===== config.mk =====
export PLATFORM = sky130hd
export DESIGN_NAME = rhf_filter_top
export DESIGN_NICKNAME = d
export VERILOG_FILES = /design/src/rtl/rhf_pkg.sv /design/src/rtl/rhf_crc_hash.sv /design/src/rtl/rhf_filter_top.sv
export SDC_FILE = /design/constraint.sdc
export NUM_CORES = 1
export LEC_CHECK = 0
export BUFFER_PORTS_ARGS = -buffer_cell sky130_fd_sc_hd__buf_2
export CORE_AREA = 3 3 141 143
export CTS_CLUSTER_DIAMETER = 150
export DETAILED_ROUTE_END_ITERATION = 6
export DIE_AREA = 0 0 144 146
export GPL_TIMING_DRIVEN = 0
export PLACE_DENSITY = 0.72
export SYNTH_ARGS = -nofsm -noshare
export SYNTH_HDL_FRONTEND = slang
export SYNTH_SLANG_ARGS = --single-unit

===== constraint.sdc =====
create_clock -name clk_sys -period 3.38 [get_ports clk_sys]
set_input_delay 0.507 -clock clk_sys [delete_from_list [all_inputs] [get_ports clk_sys]]
set_output_delay 0.507 -clock clk_sys [all_outputs]
set_load 0.02 [all_outputs]

===== src/rtl/rhf_pkg.sv =====
// Package for the receive hash filter and receive-queue watermarks.
// Assumes a 16-bit register port with byte addresses as printed.
package rhf_pkg;
  // Register byte offsets
  localparam logic [7:0] ADDR_HASH0 = 8'ha0;
  localparam logic [7:0] ADDR_HASH1 = 8'ha2;
  localparam logic [7:0] ADDR_HASH2 = 8'ha4;
  localparam logic [7:0] ADDR_HASH3 = 8'ha6;
  localparam logic [7:0] ADDR_LOW_WM = 8'hb0;
  localparam logic [7:0] ADDR_HIGH_WM = 8'hb2;
  localparam logic [7:0] ADDR_OVR_WM = 8'hb4;
  // Reset values
  localparam logic [15:0] RST_HASH = 16'h0000;
  localparam logic [11:0] RST_LOW_WM = 12'h500;
  localparam logic [11:0] RST_HIGH_WM = 12'h300;
  localparam logic [11:0] RST_OVR_WM = 12'h040;
  // Field layout
  localparam int WM_WIDTH = 12;
  localparam int HASH_SEL_MSB = 5;
  localparam int HASH_SEL_LSB = 4;
  localparam int HASH_BIT_MSB = 3;
  // Receive queue size in double words: 12 KByte
  localparam logic [11:0] RXQ_TOTAL_DW = 12'hc00;
  // CRC-32 over the destination address
  localparam logic [31:0] CRC_POLY = 32'h04c11db7;
  localparam logic [31:0] CRC_INIT = 32'hffffffff;
  localparam int DA_BITS = 48;

  typedef struct packed {
    logic wr;
    logic rd;
    logic [7:0] addr;
    logic [15:0] wdata;
  } rhf_reg_req_s;

  typedef struct packed {
    logic valid;
    logic [47:0] dest_addr;
    logic is_multicast;
    logic hash_perfect_mode;
  } rhf_frame_s;
endpackage


===== src/rtl/rhf_crc_hash.sv =====
// Hash index from the CRC over a 48-bit destination address.
// Pure combinational; the caller registers the result.
`timescale 1ns/1ps
module rhf_crc_hash (
  // Address in
  input wire logic [47:0] dest_addr,
  // Six-bit index out
  output logic [5:0] hash_index
);
  function automatic logic [31:0] crc_bit(input logic [31:0] c,
                                          input logic d);
    logic fb;
    fb = c[31] ^ d;
    crc_bit = {c[30:0], 1'b0} ^ (fb ? rhf_pkg::CRC_POLY : 32'h00000000);
  endfunction

  logic [31:0] crc;
  always_comb
  begin
    crc = rhf_pkg::CRC_INIT;
    // Bits go in wire order: each byte least significant bit first
    for (int i = 0; i < rhf_pkg::DA_BITS; i++)
    begin
      crc = crc_bit(crc, dest_addr[i]);
    end
  end

  assign hash_index = crc[31:26];
endmodule // rhf_crc_hash


===== src/rtl/rhf_filter_top.sv =====
// Multicast hash table, hash-filter decision and receive-queue watermark
// flow control. Registers sit on a 16-bit word port at printed offsets.
// Assumes the queue manager reports free space in double words.
`timescale 1ns/1ps
module rhf_filter_top (
  // Clock and reset
  input wire logic clk_sys,
  input wire logic rst_n,
  input wire logic clk_en,
  // Register port
  input wire rhf_pkg::rhf_reg_req_s reg_req,
  output logic [15:0] reg_rdata,
  output logic reg_rvalid,
  // Receive control bits
  input wire logic receive_everything_enable,
  input wire logic receive_all_multicast_enable,
  // Frame under decision
  input wire rhf_pkg::rhf_frame_s frame,
  output logic frame_done,
  output logic frame_accept,
  // Queue manager free space, double words
  input wire logic [11:0] rxq_free_dw,
  output logic flow_ctrl_active,
  output logic overrun_imminent
);
  logic rst_s1, rst_sync_n;
  always_ff @(posedge clk_sys or negedge rst_n)
  begin
    if (!rst_n)
    begin
      rst_s1 <= 1'b0;
      rst_sync_n <= 1'b0;
    end
    else
    begin
      rst_s1 <= 1'b1;
      rst_sync_n <= rst_s1;
    end
  end

  logic [15:0] hash_bits_word0, hash_bits_word1;
  logic [15:0] hash_bits_word2, hash_bits_word3;
  logic [11:0] low_mark_level, high_mark_level, overrun_mark_level;

  wire wr_h0 = reg_req.wr && reg_req.addr == rhf_pkg::ADDR_HASH0;
  wire wr_h1 = reg_req.wr && reg_req.addr == rhf_pkg::ADDR_HASH1;
  wire wr_h2 = reg_req.wr && reg_req.addr == rhf_pkg::ADDR_HASH2;
  wire wr_h3 = reg_req.wr && reg_req.addr == rhf_pkg::ADDR_HASH3;
  wire wr_lo = reg_req.wr && reg_req.addr == rhf_pkg::ADDR_LOW_WM;
  wire wr_hi = reg_req.wr && reg_req.addr == rhf_pkg::ADDR_HIGH_WM;
  wire wr_ov = reg_req.wr && reg_req.addr == rhf_pkg::ADDR_OVR_WM;

  always_ff @(posedge clk_sys or negedge rst_sync_n)
  begin
    if (!rst_sync_n)
    begin
      hash_bits_word0 <= rhf_pkg::RST_HASH;
      hash_bits_word1 <= rhf_pkg::RST_HASH;
      hash_bits_word2 <= rhf_pkg::RST_HASH;
      hash_bits_word3 <= rhf_pkg::RST_HASH;
      low_mark_level <= rhf_pkg::RST_LOW_WM;
      high_mark_level <= rhf_pkg::RST_HIGH_WM;
      overrun_mark_level <= rhf_pkg::RST_OVR_WM;
    end
    else if (clk_en)
    begin
      if (wr_h0) hash_bits_word0 <= reg_req.wdata;
      if (wr_h1) hash_bits_word1 <= reg_req.wdata;
      if (wr_h2) hash_bits_word2 <= reg_req.wdata;
      if (wr_h3) hash_bits_word3 <= reg_req.wdata;
      // Upper nibble is simply not stored
      if (wr_lo) low_mark_level <= reg_req.wdata[11:0];
      if (wr_hi) high_mark_level <= reg_req.wdata[11:0];
      if (wr_ov) overrun_mark_level <= reg_req.wdata[11:0];
    end
  end

  // Read mux; unmapped offsets read zero
  logic [15:0] rd_mux;
  assign rd_mux =
    (reg_req.addr == rhf_pkg::ADDR_HASH0) ? hash_bits_word0 :
    (reg_req.addr == rhf_pkg::ADDR_HASH1) ? hash_bits_word1 :
    (reg_req.addr == rhf_pkg::ADDR_HASH2) ? hash_bits_word2 :
    (reg_req.addr == rhf_pkg::ADDR_HASH3) ? hash_bits_word3 :
    (reg_req.addr == rhf_pkg::ADDR_LOW_WM) ? {4'h0, low_mark_level} :
    (reg_req.addr == rhf_pkg::ADDR_HIGH_WM) ? {4'h0, high_mark_level} :
    (reg_req.addr == rhf_pkg::ADDR_OVR_WM) ? {4'h0, overrun_mark_level} :
    16'h0000;

  always_ff @(posedge clk_sys or negedge rst_sync_n)
  begin
    if (!rst_sync_n)
    begin
      reg_rdata <= 16'h0000;
      reg_rvalid <= 1'b0;
    end
    else if (clk_en)
    begin
      reg_rvalid <= reg_req.rd;
      if (reg_req.rd) reg_rdata <= rd_mux;
    end
  end

  // Hash lookup
  logic [5:0] hash_index;
  rhf_crc_hash u_hash (
    .dest_addr(frame.dest_addr),
    .hash_index(hash_index)
  );

  logic [15:0] sel_word;
  assign sel_word =
    (hash_index[5:4] == 2'h0) ? hash_bits_word0 :
    (hash_index[5:4] == 2'h1) ? hash_bits_word1 :
    (hash_index[5:4] == 2'h2) ? hash_bits_word2 :
    hash_bits_word3;
  wire table_hit = sel_word[hash_index[3:0]];
  wire mc_pass_all = receive_everything_enable |
                     receive_all_multicast_enable;
  // Outside hash-perfect mode, or for non-multicast, this filter passes
  wire next_accept = !frame.is_multicast || !frame.hash_perfect_mode ||
                     mc_pass_all || table_hit;

  always_ff @(posedge clk_sys or negedge rst_sync_n)
  begin
    if (!rst_sync_n)
    begin
      frame_done <= 1'b0;
      frame_accept <= 1'b0;
    end
    else if (clk_en)
    begin
      frame_done <= frame.valid;
      if (frame.valid) frame_accept <= next_accept;
    end
  end

  // Free space, not fill level, is compared; hysteresis between marks
  wire below_high = rxq_free_dw < high_mark_level;
  wire above_low = rxq_free_dw > low_mark_level;
  wire below_ovr = rxq_free_dw < overrun_mark_level;
  wire next_fc = below_high ? 1'b1 : (above_low ? 1'b0 : flow_ctrl_active);

  always_ff @(posedge clk_sys or negedge rst_sync_n)
  begin
    if (!rst_sync_n)
    begin
      flow_ctrl_active <= 1'b0;
      overrun_imminent <= 1'b0;
    end
    else if (clk_en)
    begin
      flow_ctrl_active <= next_fc;
      overrun_imminent <= below_ovr;
    end
  end

  // Checks
  hash_drop_a: assert property (
    @(posedge clk_sys) disable iff (!rst_sync_n)
    clk_en && frame.valid && frame.is_multicast && frame.hash_perfect_mode
    && !mc_pass_all && !table_hit |=> frame_done && !frame_accept)
    else $error("hashed miss not dropped");
  hash_accept_a: assert property (
    @(posedge clk_sys) disable iff (!rst_sync_n)
    clk_en && frame.valid && frame.is_multicast && table_hit
    |=> frame_accept)
    else $error("hashed hit not accepted");
  pass_all_a: assert property (
    @(posedge clk_sys) disable iff (!rst_sync_n)
    clk_en && frame.valid && mc_pass_all |=> frame_accept)
    else $error("pass-all multicast dropped");
  mode_gate_a: assert property (
    @(posedge clk_sys) disable iff (!rst_sync_n)
    clk_en && frame.valid && !frame.hash_perfect_mode |=> frame_accept)
    else $error("table used outside hash mode");
  word_pick_a: assert property (
    @(posedge clk_sys) disable iff (!rst_sync_n)
    hash_index[5:4] == 2'h2 |-> table_hit == hash_bits_word2[hash_index[3:0]])
    else $error("wrong table word chosen");
  wm_upper_a: assert property (
    @(posedge clk_sys) disable iff (!rst_sync_n)
    reg_rvalid && $past(reg_req.addr) == rhf_pkg::ADDR_LOW_WM
    |-> reg_rdata[15:12] == 4'h0)
    else $error("watermark upper bits nonzero");
  fc_start_a: assert property (
    @(posedge clk_sys) disable iff (!rst_sync_n)
    clk_en && rxq_free_dw < high_mark_level |=> flow_ctrl_active)
    else $error("flow control not started");
  fc_stop_a: assert property (
    @(posedge clk_sys) disable iff (!rst_sync_n)
    clk_en && rxq_free_dw > low_mark_level && rxq_free_dw >= high_mark_level
    |=> !flow_ctrl_active)
    else $error("flow control not stopped");
  ovr_flag_a: assert property (
    @(posedge clk_sys) disable iff (!rst_sync_n)
    clk_en && rxq_free_dw < overrun_mark_level |=> overrun_imminent)
    else $error("overrun level missed");
  // Between the marks the flag must keep its last value
  fc_hold_a: assert property (
    @(posedge clk_sys) disable iff (!rst_sync_n)
    clk_en && rxq_free_dw >= high_mark_level && rxq_free_dw <= low_mark_level
    |=> flow_ctrl_active == $past(flow_ctrl_active))
    else $error("flow control not held between marks");
  ovr_clear_a: assert property (
    @(posedge clk_sys) disable iff (!rst_sync_n)
    clk_en && rxq_free_dw >= overrun_mark_level |=> !overrun_imminent)
    else $error("overrun flag set above its level");
  hash_store_a: assert property (
    @(posedge clk_sys) disable iff (!rst_sync_n)
    clk_en && wr_h3 |=> hash_bits_word3 == $past(reg_req.wdata))
    else $error("table word write lost");
  wm_store_a: assert property (
    @(posedge clk_sys) disable iff (!rst_sync_n)
    clk_en && wr_lo |=> low_mark_level == $past(reg_req.wdata[11:0]))
    else $error("low watermark write lost");
  table_freeze_a: assert property (
    @(posedge clk_sys) disable iff (!rst_sync_n)
    !clk_en |=> $stable({hash_bits_word0, hash_bits_word1,
                         hash_bits_word2, hash_bits_word3}))
    else $error("table changed while clock enable low");
endmodule // rhf_filter_top


==> results.toml <==
[finish]
syn_to_final_growth_pct = 26.8
final_nets = 1110
fill_cells = 1473
antenna_cells = 0
drive_gt1_frac = 0.402

[placement]
gp_congestion = 0.861
pre_cts_ws_ns = -1.69
port-buffer-count = 103
dpl.hpwl_mm = 18.2

[cts]
cts_root_buf = "clkbuf_16"
cts_buffers = 17
cts_max_path_buffers = 2
htreeDepth = 4
path_clk_slew_ns = 0.06
clock_latency_ns = 0.42
clkSinkCount = 123
cts_tree = "yes"

[synthesis]
ys_ff_latch = 123
async_reset_ff_frac = 1.00
syn_area_sq_um = 9320
synth_cells = 795
synth_edf_count = 0
syn_nets = 923
synth_fa_ha_area_frac = 0.0456
synth_ff_type = "dfrtp_1"
ys.warnings.count = 0
synth_top_family_by_area = "XOR/XNOR gates"
synth_mux_area_frac = 0.132
synth_xor_xnor_area_share = 0.291
synth_compound_area_frac = 0.105
synthSimpleGateAreaFrac = 0.0581
syn_area_per_cell_sq_um = 11.7
ys_seq_area_frac = 0.331
ys_types = 60

[min_path]
hp-class = "in2reg"
hold_path.startpoint = "frame[50]"

[setup_path]
r2r_slack_ns = 0.61
path_cells = "buf_6 -> xnor2_4 -> buf_4 -> xnor2_2 -> xnor2_4 -> xnor3_2 -> xnor3_1 -> xnor2_1 -> xnor3_2 -> xor2_4 -> xnor2_4 -> mux4_2 -> o21ai_2 -> a41oi_2 -> a2111o_1"
cp_max_fo = 9
cp_num_buf_inv = 2
crit_slowest_cell = "xnor3_2"
critPathArrivalTime_ns = 4.73
regToRegEndpoint = "overrun_imminent"
crit_required_ns = 3.67
critPathLaunchType = "input pin"
critPathCaptureType = "flip-flop"
endpoint = "frame_accept"
cp_common_cell = "xnor2_4"
crit_type = "in2reg"
reg2reg_depth = 14
cp.depth = 15
r2r_start = "overrun_mark_level[1]"
cpPeakStageDelay_ns = 0.54
path_delay_family = "XOR/XNOR gates"
crit_start = "frame[9]"

[die]
die_height_microns = 146
die_area_sq_um = 21000
dieWidth_microns = 144
core.rowCount = 50
start_util = 0.498
num_io_pins = 115
fp.coreArea_sq_um = 18700

[sta]
tightest_slew_ns = 1.37
fmax_ghz = 0.225
rsz0062_at_grt = "true"
post-route-period-util = 1.31
setup_viol = 1
maxSlewHeadroom = 0.0809
finalCriticalPeriod_ns = 4.44
fin_skew_ns = 0.0116
finalMaxSlewViolations = 0
setup_ws_ns = -1.06
hold_viol_final = 0

[drt]
wl_per_cell_microns = 20.8
firstDrtPassIters = 5
vias = 6942
ant_nets = 0
wl_mm = 25.6
drtIter0Drc = 672
drc = 0
via_per_inst = 5.65

[outcome]
status = "finished, violations left"
violations = "negative setup slack"

[global_route]
grt_pass1_wl_mm = 39.4
grt_max_degree = 63
grt_pass1_vias = 7084
grt_usage = 0.244
antenna_found_initial = 1
overflow = 0

[run]
max_cap_violations = 0
[how the worst min path moves through the flow]
stage | cells after the start | endpoint
global route | 3 | frame_done
floorplan | 0 | rst_s1
global placement | 1 | rst_s1
detailed placement | 1 | rst_s1
CTS | 3 | frame_done
finish | 3 | frame_done
[synthesized netlist by cell type, drive strengths merged (3+ instances only)]
cell type | count | share of area
inv | 41 | 0.017
nand2 | 65 | 0.026
nand4 | 3 | 0.0020
xnor3 | 44 | 0.11
xor3 | 8 | 0.021
a222oi | 9 | 0.0097
clkbuf | 23 | 0.0093
dfstp | 5 | 0.014
buf | 15 | 0.010
nand2b | 7 | 0.0047
xor2 | 31 | 0.041
nor2b | 4 | 0.0027
xnor2 | 113 | 0.12
a21oi | 12 | 0.0064
a221oi | 13 | 0.012
a21o | 24 | 0.019
mux4 | 9 | 0.022
nand3 | 10 | 0.0054
a311o | 3 | 0.0032
or3 | 4 | 0.0028
nor2 | 8 | 0.0032
mux2 | 80 | 0.097
and2 | 5 | 0.0034
dfrtp | 118 | 0.32
o21ai | 47 | 0.025
ha | 34 | 0.046
a211oi | 4 | 0.0032
nor3 | 7 | 0.0038
a22oi | 15 | 0.012
mux2i | 13 | 0.014
[through the flow]
step	instance area (sq um)	std cells	TNS, ns	utilization	hold WS, ns
floorplan	9500	795	-1.13	-	0.211
CTS	11600	1213	-0.942	0.619	0.341
finish	11800	1229	-1.06	0.632	0.356
global route	11800	1229	-1.14	0.632	0.354
global placement	10300	1132	-6.81	0.551	0.292
detailed placement	10300	1133	-2.70	0.553	0.303
[cell usage in the layout, fill, tap and decap left out, drive strengths merged, types with 5 or more instances in the layout]
cell type,n
a21oi,12
buf,183
xor2,31
mux4,9
a221oi,13
inv,41
mux2i,13
mux2,80
xnor2,113
nor3,7
o21ai,47
and2,5
clkbuf,45
nand2b,7
ha,34
xnor3,44
nand3,10
dfrtp,118
dfstp,5
a222oi,9
clkinv,5
nor2,8
nand2,65
a22oi,15
a21o,24
xor3,8
[routing by layer]
metal	track usage	wire length, microns	vias to the layer above	share of wire
li1	-	-	3209	-
met1	0.330	11000	3442	0.43
met2	0.396	12600	249	0.49
met3	0.0490	1500	42	0.059
met4	0.0758	517	0	0.020
met5	0	0	-	0
[cell type report]
class	count	area (sq um)	area share
repair buffers	168	1040	0.0876
well taps	234	293	0.0248
clock buffers	23	498	0.0421
clock inverters	9	111	0.00942
multi-input cells	593	6390	0.540
inverters	41	154	0.0130
flip-flops and latches	123	3090	0.261
plain buffers	38	256	0.0217
[what timing repair did]
item,4_1_cts,5_1_grt
resized for setup,41,25
cloned,0,0
buffers inserted,47,16
hold endpoints to repair,2,0
setup endpoints to repair,1,1
hold buffers,1,0
pin swaps,58,25
[tightest hold or removal path, delay by kind of cell]
family	cells	cell delay [ns]
buffers and inverters	1	0.09
AO/OA/AOI/OAI	1	0.08
AND/OR/NAND/NOR	1	0.06
[logic make-up (layout without fill, tap and decap cells)]
kind of cell,count (synthesis),count (layout)
buffers and inverters,79,279
adder cells (fa/ha/maj),34,34
flip-flops,123,123
AO/OA/AOI/OAI,142,142
AND/OR/NAND/NOR,118,118
XOR/XNOR,196,196
other,1,1
multiplexers,102,102
[state kept, by name, summed over array words and instances (netlist names), 12 cells and up]
signal	count
reg_rdata	16
hash_bits_word0	16
overrun_mark_level	12
hash_bits_word3	16
hash_bits_word2	16
high_mark_level	12
low_mark_level	12
hash_bits_word1	16
Power is left out: the tool's default activity adds up to more than one toggle a clock period on the data nets, which glitch-free logic cannot reach.
